**config.mk**
```make
export PLATFORM = sky130hd
export DESIGN_NAME = timer_core
export DESIGN_NICKNAME = d
export VERILOG_FILES = /design/src/timer_pkg.sv /design/src/timer_core.sv /design/src/timer_prescaler.sv /design/src/timer_sync.sv
export SDC_FILE = /design/constraint.sdc
export NUM_CORES = 1
export LEC_CHECK = 0
export ABC_AREA = 0
export BUFFER_PORTS_ARGS = -buffer_cell sky130_fd_sc_hd__buf_2
export CAP_MARGIN = 15
export CELL_PAD_IN_SITES_DETAIL_PLACEMENT = 2
export CELL_PAD_IN_SITES_GLOBAL_PLACEMENT = 2
export CORE_MARGIN = 5
export CORE_UTILIZATION = 37
export DETAILED_ROUTE_END_ITERATION = 7
export GPL_ROUTABILITY_DRIVEN = 0
export GPL_TIMING_DRIVEN = 0
export PLACE_DENSITY_LB_ADDON = 0.1
export SLEW_MARGIN = 20
export SYNTH_ARGS = -nofsm -noshare
export SYNTH_HDL_FRONTEND = slang
export SYNTH_SLANG_ARGS = --single-unit
```
**constraint.sdc**
```tcl
create_clock -name pclk -period 2.8 [get_ports pclk]
set_clock_uncertainty 0.15 [all_clocks]
set_input_delay 0 -clock pclk [delete_from_list [all_inputs] [get_ports pclk]]
set_output_delay 0 -clock pclk [all_outputs]
set_load 0.01 [all_outputs]
```
**src/timer_pkg.sv**
```systemverilog
// Package with register map, field layout and constants of the reloadable timer.
//
// What this block does
// [RQ1] Continuous mode counts upward until count equals the 16-bit reload value.
// [RQ2] At reload in continuous mode raise interrupt, load 0001H, keep counting.
// [RQ3] Continuous mode with output enabled inverts the output at every reload.
// [RQ4] Written start count applies to first continuous pass only; later passes start 0001H.
// [RQ5] One-shot and continuous modes count prescaled system clock, never the input pin.
// [RQ6] First period is (reload minus start plus one) times prescale; later periods reload times prescale.
// [RQ7] Before counting, the output takes the initial level software programmed.
// [RQ8] Software disables the timer while configuring and enables it last.
// [RQ9] PWM start count affects only the first pass; afterwards counting resumes at 0001H.
// [RQ10] Software keeps dead band shorter than both PWM phases.
// [RQ11] Software keeps reload strictly greater than the PWM compare value.
// [RQ12] Dual PWM mode switches the shared pin from timer input to complementary output.
// [RQ13] Polarity bit 0: output high for reload minus PWM value counts per period.
// [RQ14] Polarity bit 1: output high for PWM value counts per period.
// [RQ15] Capture mode counts system clock and copies count to PWM registers on edge.
// [RQ16] In capture mode the polarity bit selects rising or falling capture edge.
// [RQ17] One pin carries timer input and complementary output; mode alone selects function.
// [RQ18] Dual PWM inserts dead band, in prescaled clocks, before each rising output edge.
// [RQ19] Count increments by one per prescaler tick while enabled and holds while disabled.
package timer_pkg;
   // ===========================================================================
   // Register offsets (byte addresses on APB).
   localparam logic [11:0] off_control = 12'h000;
   localparam logic [11:0] off_count = 12'h004;
   localparam logic [11:0] off_reload = 12'h008;
   localparam logic [11:0] off_pwm = 12'h00c;
   localparam logic [11:0] off_deadband = 12'h010;
   localparam logic [11:0] off_status = 12'h014;
   // ===========================================================================
   // Control register fields.
   localparam int ctl_enable = 7;
   localparam int ctl_polarity = 6;
   localparam int ctl_presc_lo = 3;
   localparam int ctl_presc_w = 3;
   localparam int ctl_mode_lo = 0;
   localparam int ctl_mode_w = 3;
   localparam int ctl_outen = 8;
   localparam int ctl_width = 9;
   // ===========================================================================
   // Modes and reset values.
   typedef enum logic [2:0]
   {
      mode_one_shot = 3'h0,
      mode_continuous = 3'h1,
      mode_pwm = 3'h2,
      mode_capture = 3'h3,
      mode_dual_pwm = 3'h4
   } mode_e;
   localparam logic [15:0] count_restart = 16'h0001;
   localparam logic [15:0] count_reset = 16'h0000;
   localparam logic [15:0] reload_reset = 16'hffff;
   localparam logic [15:0] pwm_reset = 16'h0000;
   localparam logic [7:0] deadband_reset = 8'h00;
   localparam logic [31:0] zero_word = 32'h0000_0000;
   localparam int presc_width = 7;
endpackage

```
**src/timer_core.sv**
```systemverilog
// Reloadable 16-bit timer with one-shot, continuous, PWM, dual PWM and capture modes on APB.
`timescale 1ns/1ns
module timer_core
   import timer_pkg::*;
(
   // Clock and reset.
   input wire logic pclk,
   input wire logic presetn,
   // APB slave.
   input wire logic psel,
   input wire logic penable,
   input wire logic pwrite,
   input wire logic [11:0] paddr,
   input wire logic [31:0] pwdata,
   output logic [31:0] prdata,
   output logic pready,
   output logic pslverr,
   // Timer pins.
   input wire logic timer_in,
   output logic timer_out,
   output logic timer_out_oe,
   output logic timer_out_comp,
   output logic timer_out_comp_oe,
   // Event.
   output logic timer_irq
);
   typedef struct packed
   {
      logic [ctl_width-1:0] ctl;
      logic [15:0] count;
      logic [15:0] reload;
      logic [15:0] pwm;
      logic [7:0] deadband;
      logic [7:0] db_cnt;
      logic out_raw;
      logic out;
      logic out_comp;
      logic reload_seen;
      logic capture_seen;
      logic irq;
      logic [31:0] rdata;
   } state_s;
   state_s state;
   state_s next_state;

   logic enable;
   logic polarity;
   logic out_en;
   mode_e mode;
   logic tick;
   logic in_level;
   logic in_rise;
   logic in_fall;
   logic access;
   logic wr;
   logic hit;
   logic at_reload;
   logic pwm_level;

   assign enable = state.ctl[ctl_enable];
   assign polarity = state.ctl[ctl_polarity];
   assign out_en = state.ctl[ctl_outen];
   assign mode = mode_e'(state.ctl[ctl_mode_lo +: ctl_mode_w]);
   assign access = psel && penable;
   assign wr = access && pwrite;

   // ===========================================================================
   // Prescaled system clock is the only count source.
   timer_prescaler u_presc
   (
      .pclk(pclk),
      .presetn(presetn),
      .run(enable),
      .presc_sel(state.ctl[ctl_presc_lo +: ctl_presc_w]),
      .tick(tick) // RQ5
   );

   timer_sync u_sync
   (
      .pclk(pclk),
      .presetn(presetn),
      .pin(timer_in),
      .level(in_level),
      .rise(in_rise),
      .fall(in_fall)
   );

   // ===========================================================================
   // Shared pin: complementary output only in dual PWM mode.
   assign timer_out_comp_oe = (mode == mode_dual_pwm); // RQ12 RQ17
   assign timer_out_oe = out_en;
   assign timer_out = state.out;
   assign timer_out_comp = state.out_comp;
   assign timer_irq = state.irq;
   assign prdata = state.rdata;
   assign pready = 1'b1;

   // ===========================================================================
   // Timer and register logic.
   always_comb
   begin
      next_state = state;
      next_state.irq = 1'b0;
      at_reload = (state.count == state.reload);
      // Compare level for PWM: polarity level up to compare, its inverse above it up to reload.
      pwm_level = (state.count > state.pwm) ? !polarity : polarity; // RQ13 RQ14
      hit = 1'b1;
      next_state.rdata = zero_word;
      pslverr = 1'b0;

      if (enable && tick)
      begin
         case (mode)
            mode_continuous, mode_one_shot:
            begin
               if (at_reload) // RQ1
               begin
                  next_state.irq = 1'b1; // RQ2
                  next_state.count = count_restart; // RQ2 RQ4 RQ6
                  next_state.reload_seen = 1'b1;
                  if (mode == mode_one_shot)
                  begin
                     next_state.ctl[ctl_enable] = 1'b0;
                  end
                  else
                  begin
                     next_state.out_raw = !state.out_raw; // RQ3
                  end
               end
               else
               begin
                  next_state.count = state.count + 16'h0001; // RQ19
               end
            end
            mode_pwm, mode_dual_pwm:
            begin
               if (at_reload)
               begin
                  next_state.irq = 1'b1;
                  next_state.count = count_restart; // RQ9 RQ6
                  next_state.reload_seen = 1'b1;
               end
               else
               begin
                  next_state.count = state.count + 16'h0001; // RQ19
               end
            end
            default:
            begin
               next_state.count = state.count + 16'h0001; // RQ15 RQ19
               if (at_reload)
               begin
                  next_state.count = count_restart;
                  next_state.irq = 1'b1;
               end
            end
         endcase
      end

      // Capture on the edge that the polarity bit selects.
      if (enable && (mode == mode_capture) && (polarity ? in_fall : in_rise)) // RQ16
      begin
         next_state.pwm = state.count; // RQ15
         next_state.capture_seen = 1'b1;
         next_state.irq = 1'b1;
      end

      // Outputs per mode.
      if (!enable)
      begin
         next_state.out = state.out_raw; // RQ7
         next_state.out_comp = !state.out_raw;
         next_state.db_cnt = state.deadband;
      end
      else if (mode == mode_pwm)
      begin
         next_state.out = pwm_level; // RQ13 RQ14
      end
      else if (mode == mode_dual_pwm)
      begin
         if (pwm_level != state.out_raw)
         begin
            next_state.out_raw = pwm_level;
            next_state.db_cnt = state.deadband;
            // Both outputs go low; without a dead band the new level follows at once.
            next_state.out = (state.deadband == 8'h00) && pwm_level; // RQ18
            next_state.out_comp = (state.deadband == 8'h00) && !pwm_level; // RQ18
         end
         else if (state.db_cnt != 8'h00)
         begin
            if (tick)
            begin
               next_state.db_cnt = state.db_cnt - 8'h01;
               if (state.db_cnt == 8'h01)
               begin
                  next_state.out = state.out_raw; // RQ18
                  next_state.out_comp = !state.out_raw;
               end
            end
         end
         else
         begin
            next_state.out = state.out_raw; // RQ18
            next_state.out_comp = !state.out_raw;
         end
      end
      else
      begin
         next_state.out = state.out_raw; // RQ3
      end

      // APB register access, single-cycle answer.
      if (access)
      begin
         if (paddr == off_control)
         begin
            next_state.rdata = 32'(state.ctl);
            if (wr)
            begin
               next_state.ctl = pwdata[ctl_width-1:0];
               // A write that leaves or finds the timer stopped sets the idle output level.
               if (!state.ctl[ctl_enable] || !pwdata[ctl_enable])
               begin
                  next_state.out_raw = pwdata[ctl_polarity]; // RQ7
               end
            end
         end
         else if (paddr == off_count)
         begin
            next_state.rdata = 32'(state.count);
            if (wr)
            begin
               next_state.count = pwdata[15:0]; // RQ4 RQ9
            end
         end
         else if (paddr == off_reload)
         begin
            next_state.rdata = 32'(state.reload);
            if (wr)
            begin
               next_state.reload = pwdata[15:0];
            end
         end
         else if (paddr == off_pwm)
         begin
            next_state.rdata = 32'(state.pwm);
            if (wr)
            begin
               next_state.pwm = pwdata[15:0];
            end
         end
         else if (paddr == off_deadband)
         begin
            next_state.rdata = 32'(state.deadband);
            if (wr)
            begin
               next_state.deadband = pwdata[7:0];
            end
         end
         else if (paddr == off_status)
         begin
            next_state.rdata = 32'({in_level, state.capture_seen, state.reload_seen});
            if (wr)
            begin
               // Write one to clear; a new event in the same cycle wins unless its flag was already set.
               if (pwdata[0] && !(next_state.reload_seen && !state.reload_seen))
               begin
                  next_state.reload_seen = 1'b0;
               end
               if (pwdata[1] && !(next_state.capture_seen && !state.capture_seen))
               begin
                  next_state.capture_seen = 1'b0;
               end
            end
         end
         else
         begin
            hit = 1'b0;
         end
         pslverr = !hit;
      end
   end

   always_ff @(posedge pclk or negedge presetn)
   begin
      if (!presetn)
      begin
         state.ctl <= '0;
         state.count <= count_reset;
         state.reload <= reload_reset;
         state.pwm <= pwm_reset;
         state.deadband <= deadband_reset;
         state.db_cnt <= 8'h00;
         state.out_raw <= 1'b0;
         state.out <= 1'b0;
         state.out_comp <= 1'b1;
         state.reload_seen <= 1'b0;
         state.capture_seen <= 1'b0;
         state.irq <= 1'b0;
         state.rdata <= zero_word;
      end
      else
      begin
         state <= next_state;
      end
   end
endmodule

```
**src/timer_prescaler.sv**
```systemverilog
// Prescaler that divides the system clock by a power of two.
`timescale 1ns/1ns
module timer_prescaler
   import timer_pkg::*;
(
   // Clock and reset.
   input wire logic pclk,
   input wire logic presetn,
   // Control.
   input wire logic run,
   input wire logic [ctl_presc_w-1:0] presc_sel,
   // Tick.
   output logic tick
);
   typedef struct packed
   {
      logic [presc_width-1:0] div;
   } state_s;
   state_s state;
   state_s next_state;
   logic [presc_width-1:0] mask;

   // ===========================================================================
   // Divider: a tick every 2**presc_sel clocks.
   always_comb
   begin
      next_state = state;
      mask = presc_width'((8'h01 << presc_sel) - 8'h01);
      tick = run && ((state.div & mask) == mask);
      if (!run)
      begin
         next_state.div = '0;
      end
      else
      begin
         next_state.div = presc_width'(state.div + 1'b1);
      end
   end

   always_ff @(posedge pclk or negedge presetn)
   begin
      if (!presetn)
      begin
         state <= '0;
      end
      else
      begin
         state <= next_state;
      end
   end
endmodule

```
**src/timer_sync.sv**
```systemverilog
// Three-stage synchroniser with agreement check for the timer input pin.
`timescale 1ns/1ns
module timer_sync
(
   // Clock and reset.
   input wire logic pclk,
   input wire logic presetn,
   // Pin and result.
   input wire logic pin,
   output logic level,
   output logic rise,
   output logic fall
);
   typedef struct packed
   {
      logic [2:0] sr;
      logic level;
   } state_s;
   state_s state;
   state_s next_state;

   // ===========================================================================
   // A new level counts once stages two and three agree.
   always_comb
   begin
      next_state = state;
      next_state.sr = {state.sr[1:0], pin};
      if (state.sr[1] == state.sr[2])
      begin
         next_state.level = state.sr[2];
      end
      level = state.level;
      rise = next_state.level && !state.level;
      fall = !next_state.level && state.level;
   end

   always_ff @(posedge pclk or negedge presetn)
   begin
      if (!presetn)
      begin
         state <= '0;
      end
      else
      begin
         state <= next_state;
      end
   end
endmodule

```
Word-level counts from Yosys, hierarchy flattened
Cells that the tools add are included.
{"block": "op_classes", "n_addsub": 4, "mul": 0, "div_mod_pow": 0, "n_lt_le_gt_ge": 1, "n_eq_ne": 22, "shifts": 1, "n_mux": 82, "n_bitwise": 5, "reduce_logical": 39}
{"op": "16-bit two-way mux", "n": 14}
{"op": "8-bit two-way mux", "n": 10}
{"op": "64-bit two-way mux", "n": 1}
{"op": "56-bit two-way mux", "n": 1}
{"op": "40-bit two-way mux", "n": 1}
{"op": "1-bit two-way mux", "n": 36}
{"op": "2-bit two-way mux", "n": 14}
{"op": "12-bit by 4-bit equality test with 1-bit output (second input constant)", "n": 2}
{"op": "12-bit by 5-bit equality test with 1-bit output (second input constant)", "n": 2}
{"op": "24-bit two-way mux", "n": 1}
{"op": "9-bit two-way mux", "n": 2}
{"op": "16-bit by 1-bit adder with 16-bit output (second input constant)", "n": 1}
{"op": "16-bit equality test", "n": 1}
{"op": "16-bit > comparator", "n": 1}
{"op": "1-bit logical AND", "n": 14}
{"op": "12-bit by 3-bit equality test with 1-bit output (second input constant)", "n": 1}
{"op": "1-bit logical NOT", "n": 12}
{"op": "12-bit logical NOT", "n": 1}
{"op": "8-bit by 1-bit equality test with 1-bit output (second input constant)", "n": 1}
{"op": "8-bit logical NOT", "n": 1}
{"op": "4-bit AND reduction", "n": 2}
{"op": "8-bit nonzero test", "n": 1}
{"op": "8-bit by 1-bit subtractor with 8-bit output (second input constant)", "n": 1}
{"op": "7-bit by 1-bit adder with 7-bit output (second input constant)", "n": 1}
{"op": "other kinds (26)", "n": 32}
{"block": "word_totals", "ff_bits": 122, "latch_bits": 0, "ram_bits": 0, "rom_bits": 0, "inputBits": 50, "out_inout_bits": 39, "elab_cells": 171, "n_memories": 0}

Longest topological paths before layout
Gate-level depths: netlist of run 1.
{"block": "depth", "depth_word": 20, "mapped_depth": 11, "depth_no_buf": 10}

Hierarchy
From an unflattened synthesis of run 1, not the netlist that was laid out.
{"block": "unflattened", "cells_unflattened": 695, "hier_area_um2": 6535.0}
{"mod": "timer_core", "instances": 1, "cells_per_inst": 639, "area_per_inst_um2": 5947.0, "seq_area_each_um2": 2398.6}
{"mod": "timer_prescaler", "instances": 1, "cells_per_inst": 49, "area_per_inst_um2": 459.2, "seq_area_each_um2": 175.2}
{"mod": "timer_sync", "instances": 1, "cells_per_inst": 7, "area_per_inst_um2": 128.9, "seq_area_each_um2": 100.1}

Worst setup path after synthesis of run 1
No wires, ideal clock.
{"block": "synth_path", "kind": "register -> register", "from": "register state[93] (netlist bit)", "to": "register state[44] (netlist bit)", "setup_ns": 0.123, "arrival_time_ns": 2.294, "required_ns": 2.527, "path_slack_ns": 0.233, "stages_incl_launch_ff": 10, "path_buffers": 1, "period_less_slack_ns": 2.567, "cell_sequence": "dfrtp_1 -> ha_1 -> a21oi_1 -> o21ai_0 -> a22o_1 -> o41a_4 -> xnor2_2 -> buf_4 -> o21a_1 -> o221a_1"}
{"block": "synth_via", "elab_chain_cells": 7, "word_cells_on_any_way": 10, "classes_between": "order compare: 1; eq/ne: 3; mux: 5; reduce/logical: 1"}
{"item": "start: declaration", "line": "timer_core.sv:43", "source": "state_s state;"}
{"item": "start signal: assignment", "line": "timer_core.sv:304", "source": "state <= next_state;"}
{"item": "16-bit > comparator *", "line": "timer_core.sv:106", "source": "pwm_level = (state.count > state.pwm) ? !polarity : polarity;"}
{"item": "1-bit two-way mux *", "line": "timer_core.sv:106"}
{"item": "1-bit != test *", "line": "timer_core.sv:181", "source": "if (pwm_level != state.out_raw)"}
{"item": "8-bit two-way mux", "line": "timer_core.sv:181"}
{"item": "9-bit two-way mux", "line": "timer_core.sv:179", "source": "else if (mode == mode_dual_pwm)"}
{"item": "9-bit two-way mux", "line": "timer_core.sv:175", "source": "else if (mode == mode_pwm)"}
{"item": "8-bit two-way mux", "line": "timer_core.sv:169", "source": "if (!enable)"}
Every way passes the cells marked *; elsewhere a longest branch is shown, timed or not. The select of a mux whose other input is x is not followed.
A chain may end at the register's enable or synchronous reset.

Final worst setup path of run 1
{"block": "layout_path", "from": "register state[98] (netlist bit)", "to": "register state[42] (netlist bit)"}
Same word-level chain as after synthesis.

==> results of run 1 <==
-- cells by family after synthesis --
kind of cell / share of synthesized area [%]
buf+inv: 7.59
flops: 40.9
other cells: 0.115
fa+ha+maj: 4.02
xor+xnor: 4.94
compound gates: 15.4
mux: 10.2
simple gates: 16.8
-- how the worst max path moves through the flow --
stage	startpoint	end	slack (ps)	cells after the start
after CTS	state[64]$_DFF_PN0_	timer_out$_DFFE_PN0P_	-40	10
after global routing	state[98]$_DFF_PN0_	state[42]$_DFFE_PN0P_	-210	10
after global placement	state[101]$_DFF_PN0_	state[43]$_DFFE_PN0P_	-430	10
after detailed placement	state[101]$_DFF_PN0_	state[39]$_DFFE_PN0P_	-480	10
final	state[98]$_DFF_PN0_	state[42]$_DFFE_PN0P_	-130	10
after floorplan	state[93]$_DFF_PN0_	state[44]$_DFFE_PN0P_	230	9
-- power breakdown --
| part | internal [uW] | switching (uW) |
|---|---|---|
| sequential | 1650 | 142 |
| clock | 882 | 640 |
| combinational | 326 | 448 |
| total | 2850 | 1230 |
-- cell usage after synthesis (7+ instances only) --
| master | count | area share (%) |
|---|---|---|
| mux2_4 | 10 | 2.3 |
| dfrtp_1 | 89 | 34 |
| clkbuf_1 | 24 | 1.4 |
| nand3_1 | 17 | 1.3 |
| o21ai_0 | 16 | 1.2 |
| a22oi_1 | 10 | 1.1 |
| nor3_1 | 10 | 0.77 |
| dfstp_2 | 17 | 6.8 |
| nand2_1 | 45 | 2.6 |
| buf_4 | 35 | 4.0 |
| mux2_1 | 7 | 1.2 |
| nor2b_1 | 12 | 1.1 |
| inv_1 | 23 | 1.3 |
| a21oi_1 | 43 | 3.3 |
| nand2b_1 | 9 | 0.86 |
| mux2_2 | 23 | 4.0 |
| a22o_1 | 7 | 0.94 |
| nand4_1 | 11 | 1.1 |
| nor2_1 | 52 | 3.0 |
| a211oi_1 | 13 | 1.5 |
| mux2i_1 | 18 | 2.8 |
| and3_1 | 7 | 0.67 |
| ha_1 | 21 | 4.0 |
| xnor2_1 | 9 | 1.2 |
| xor2_1 | 26 | 3.5 |
-- cells in the final DEF, fill, tap and decap left out, drive strengths merged, types with 11 or more instances in the layout --
cell | synthesis | final
nand4 | 11 | 11
nor2 | 58 | 58
nor2b | 12 | 12
nand2 | 47 | 47
dfstp | 17 | 17
mux2i | 18 | 18
nand3 | 19 | 19
dfrtp | 89 | 89
ha | 21 | 21
nor3 | 12 | 12
a211oi | 13 | 13
o21ai | 19 | 19
buf | 44 | 122
conb | 2 | 17
xor2 | 26 | 26
dlygate4sd3 | 0 | 21
mux2 | 40 | 40
a21oi | 44 | 44
clkbuf | 24 | 34
inv | 23 | 25
-- critical path, cell delays in order, from the launching register on --
cell	delay [ps]
dfrtp_2	440
ha_1	300
nand4_1	140
buf_4	180
nor4_4	330
a21boi_4	270
o41a_4	250
xnor2_4	130
buf_6	160
o21a_4	210
o221a_1	250
-- sequential cells by signal, summed over array words and instances (netlist names), 2 cells and up --
register           flops
mode                   3
prdata                16
state                 70
u_presc.state          7
u_sync.next_state      2
-- cell type report --
class / instances / share of cell area (%)
Multi-Input combinational cell: 478 / 44.2
Sequential cell: 106 / 33.2
Timing Repair Buffer: 100 / 8.55
Buffer: 68 / 5.15
Tap cell: 225 / 3.48
Clock buffer: 9 / 2.78
Clock inverter: 7 / 1.52
Inverter: 23 / 1.07
-- stage by stage --
step / utilization [%] / hold WS (ps) / std cells
4_1_cts: 45.5 / 37.1 / 1002
3_3_place_gp: 41.3 / -39.3 / 954
6_report: 46.8 / 61.9 / 1016
5_1_grt: 46.8 / 97.5 / 1016
3_5_place_dp: 41.5 / -193 / 955
2_1_floorplan: - / -446 / 675
-- timing repair --
item / 4_1_cts / 5_1_grt
hold endpoints to repair: 163 / 0
setup endpoints to repair: 19 / 20
gates resized for setup: 20 / 21
setup buffers: 10 / 13
hold buffers: 21 / 0
gates cloned: 0 / 1
pin swaps: 10 / 10
-- per-layer routing --
metal,track usage (%),up-vias,wire length [um]
li1,-,2559,-
met2,42.1,111,12700
met5,0,-,0
met4,7.75,0,666
met1,27.5,2877,9850
met3,4.02,45,679
==> flow_summary.toml, run 1 <==
[outcome]
status = "complete, but fails checks"
violations = "setup timing"

[layout]
diodes = 0
final_net_count = 857
drive_gt1_share_pct = 31.6
ff_latch_area_sq_um = 2690
fillCellCount = 1843
multi_input_area_sq_um = 3580
area_delta_synth_final_pct = 23.9
post-route-cell-area_sq_um = 8090

[detailed_routing]
post_drt_wl_per_cell_um = 23.5
wl_mm = 23.9
drc = 0
via_per_inst = 5.50
postRouteAntennaNets = 0
drtPass1Iterations = 4
drtIter0Drc = 199
num_vias = 5592

[timing]
max_slew.worst_pin.slew_ps = 932
rsz0062_at_grt = "true"
setup_tns_ps = -904
fin_ws_ps = -134
fmax_mhz = 341
period_share_pct = 105
hold_viol = 0
maxSlewHeadroom_pct = 37.8
min_period_ps = 2930
setup_viol = 10
slew_violations = 0

[floorplanning]
rows = 48
core_sq_um = 17300
die-area_sq_um = 20400
pin_count = 89
initial_core_util_pct = 37.8
die_h_um = 143
die_w_um = 143

[placed_design]
portBuffers = 54
dp_hpwl_mm = 16.6
dpl_cell_area_sq_um = 7170
post-place-ws_ps = -479

[clock_network]
cts_buffer_depth = 2
cts_tree = "yes"
cts_root_buffer = "clkbuf_16"
htreeDepth = 3
cts.sinks = 106
numCtsBuffers = 9
clk_pin_slew_ps = 70
worstSkewPairLatency_ps = 360

[logic_synthesis]
synth_cell_type_count = 71
synth_warnings = 0
synthCells = 660
syn-mean-instance-area_sq_um = 9.90
ys_ff_latch = 106
ys_seq_area_share_pct = 40.9
synth_edf_count = 0
synth_top_flop_cell = "dfrtp_1"
ys_async_sr_fraction_pct = 100
synthesis.area_sq_um = 6530

[grt]
grt_pass1_vias = 6253
antenna_found_initial = 0
grt_pass1_wl_mm = 36.0
grt-ovfl-total = 0
grt_max_degree = 65
gr-usage-all-layers_pct = 23.1

[worst_hold_path]
holdPathEnd = "prdata[2]$_DFF_PN0_"
hp-class = "in2reg"
hold_depth = 4
hp-start = "paddr[4]"

[setup_path]
timing.rr.end = "state[42]$_DFFE_PN0P_"
r2r_setup_slack_ps = -130
reg2regPathDepth = 10
crit_arrival_ps = 3030
crit_fanout = 5
crit_type = "reg2reg"
reg2reg_from = "state[98]$_DFF_PN0_"
startpoint_type = "flop"
crit_required_ps = 2900
critical_path.endpoint_type = "flop"

[power_and_ir_drop]
powerDensity_nw_per_um2 = 505
worst_ir_drop_vdd_uv = 308
p_leak_uw = 0.00379
power_uw = 4080

[job]
maxCapViolations = 0
Power figures use the tool's default switching activity.
==> run 2: changes to the inputs <==
Settings changed: CAP_MARGIN 15 to 25, CORE_ASPECT_RATIO set to 0.8.
==> run 2 against run 1 <==
Effect of this change: the flow now finishes without violations; largest cell class unchanged; highest routed layer unchanged; routed wire length up 3.1%; first-iteration DRC count up 45%; register-to-register slack better by 140 ps; sequential cell count unchanged; largest power group unchanged.
==> flow_summary.toml, run 2 (synthesis gave the netlist of run 1 again) <==
[outcome]
status = "complete, no violations"

[worst_hold_path]
hp-class = "in2async"

[setup_path]
cp-endpoint = "state[39]$_DFFE_PN0P_"
critical_path.endpoint_type = "flop"
r2r_setup_slack_ps = 1
reg2reg_from = "state[64]$_DFF_PN0_"
crit_arrival_ps = 2900
reg2regPathDepth = 11
crit_fanout = 5
crit_type = "reg2reg"
startpoint = "state[64]$_DFF_PN0_"
startpoint_type = "flop"
crit_required_ps = 2900
timing.rr.end = "state[39]$_DFFE_PN0P_"

[grt]
antenna_found_initial = 0
gr-usage-all-layers_pct = 23.7
grt-ovfl-total = 0
grt_pass1_vias = 6188
grt_pass1_wl_mm = 36.7
grt_max_degree = 73

[floorplanning]
initial_core_util_pct = 37.7
die-area_sq_um = 20400
die_h_um = 129
core_sq_um = 17300
pin_count = 89
die_w_um = 159
rows = 43

[placed_design]
post-place-ws_ps = -459
dp_hpwl_mm = 16.6
dpl_cell_area_sq_um = 7170
portBuffers = 54

[timing]
min_period_ps = 2800
rsz0062_at_grt = "true"
slew_violations = 0
maxSlewHeadroom_pct = 35.1
max_slew.worst_pin.slew_ps = 974
fmax_mhz = 357
period_share_pct = 99.9
hold_viol = 0
setup_viol = 0
fin_ws_ps = 1.44

[layout]
fillCellCount = 1841
mostFrequentLayoutCell = "dfrtp_1"
ff_latch_area_sq_um = 2690
drive_gt1_share_pct = 33.0
multi_input_area_sq_um = 3610
final_cell_mix = "dfrtp_1, buf_4, buf_2"
largest_reg_flops = 70
diodes = 0
post-route-cell-area_sq_um = 8160
area_delta_synth_final_pct = 25.0
final_net_count = 865
top_register = "state"

[clock_network]
cts_root_buffer = "clkbuf_16"
cts_buffer_depth = 2
cts.sinks = 106
clk_pin_slew_ps = 70
numCtsBuffers = 9
htreeDepth = 3
worstSkewPairLatency_ps = 360
cts_tree = "yes"

[detailed_routing]
post_drt_wl_per_cell_um = 24.0
via_per_inst = 5.57
postRouteAntennaNets = 0
drtIter0Drc = 289
drtPass1Iterations = 4
drc = 0
num_vias = 5700
wl_mm = 24.6

[power_and_ir_drop]
switching_share_pct = 30.4
powerDensity_nw_per_um2 = 489
clock_power_share_pct = 34.7
p_comb_share_pct = 20.2
p_leak_uw = 0.00381
net-switching-power_uw = 1210
internal-power_uw = 2780
power_frac_seq_pct = 45.0
worst_ir_drop_vdd_uv = 269

[job]
maxCapViolations = 0
[run 2: through the flow]
stage,power [uW],hold slack [ps],setup TNS [ps],utilization (%),instances
floorplan,2210,-446,0,-,675
global placement,2430,-38.4,-3050,41.2,954
detailed placement,2480,-212,-5330,41.4,955
CTS,3940,60.5,-1.19,45.9,1009
global route,4180,107,-855,47.1,1024
finish,3990,74.6,0,47.1,1024
[run 2: how the worst min path moves through the flow]
stage,startpoint,end,slack [ps],cells after the start
2_1_floorplan,presetn,enable$_DFF_PN0_,-450,0
3_3_place_gp,timer_in,u_sync.next_state[2]$_DFF_PN0_,-40,1
3_5_place_dp,presetn,polarity$_DFFE_PN0P_,-210,1
4_1_cts,presetn,state[71]$_DFFE_PN1P_,60,2
5_1_grt,presetn,state[71]$_DFFE_PN1P_,110,2
6_report,presetn,timer_out_comp$_DFFE_PN1P_,70,2
[run 2: cell type report]
type / count / share of cell area (%)
plain buffers: 68 / 5.09
clock buffers: 13 / 3.31
clock inverters: 3 / 0.567
inverters: 23 / 1.06
multi-input cells: 478 / 44.3
flip-flops and latches: 106 / 32.9
well taps: 225 / 3.45
repair buffers: 108 / 9.34
[run 2: routing by layer]
layer	vias up	wire length [um]	track usage [%]
met5	-	0	0
met4	0	319	5.47
met3	19	951	3.43
met2	128	11500	36.9
met1	2978	11800	35.1
li1	2575	-	-
[run 2: critical path, cell delays in order, from the launching register on]
cell and delay (ps):
dfrtp_1 410, inv_1 110, ha_4 210, nand4_1 140, buf_4 150, nor4_4 40, a21boi_2 170, o41a_4 480
xnor2_4 260, a21oi_1 130, nand2b_1 200, o221a_1 240
[run 2: repair_timing]
| action | in CTS | in global routing |
|---|---|---|
| endpoints found under the hold margin | 165 | 0 |
| resized for setup | 28 | 17 |
| gates cloned | 1 | 0 |
| buffers inserted | 17 | 15 |
| pin swaps | 10 | 15 |
| setup endpoints to repair | 18 | 18 |
| hold buffers | 20 | 0 |
[run 2: power by group through the flow]
stage	logic (uW)	registers (uW)	clock network (uW)
4_1_cts	728	1790	1420
3_3_place_gp	597	1830	0
2_1_floorplan	430	1780	0
5_1_grt	887	1820	1470
6_report	808	1800	1390
3_5_place_dp	637	1840	0
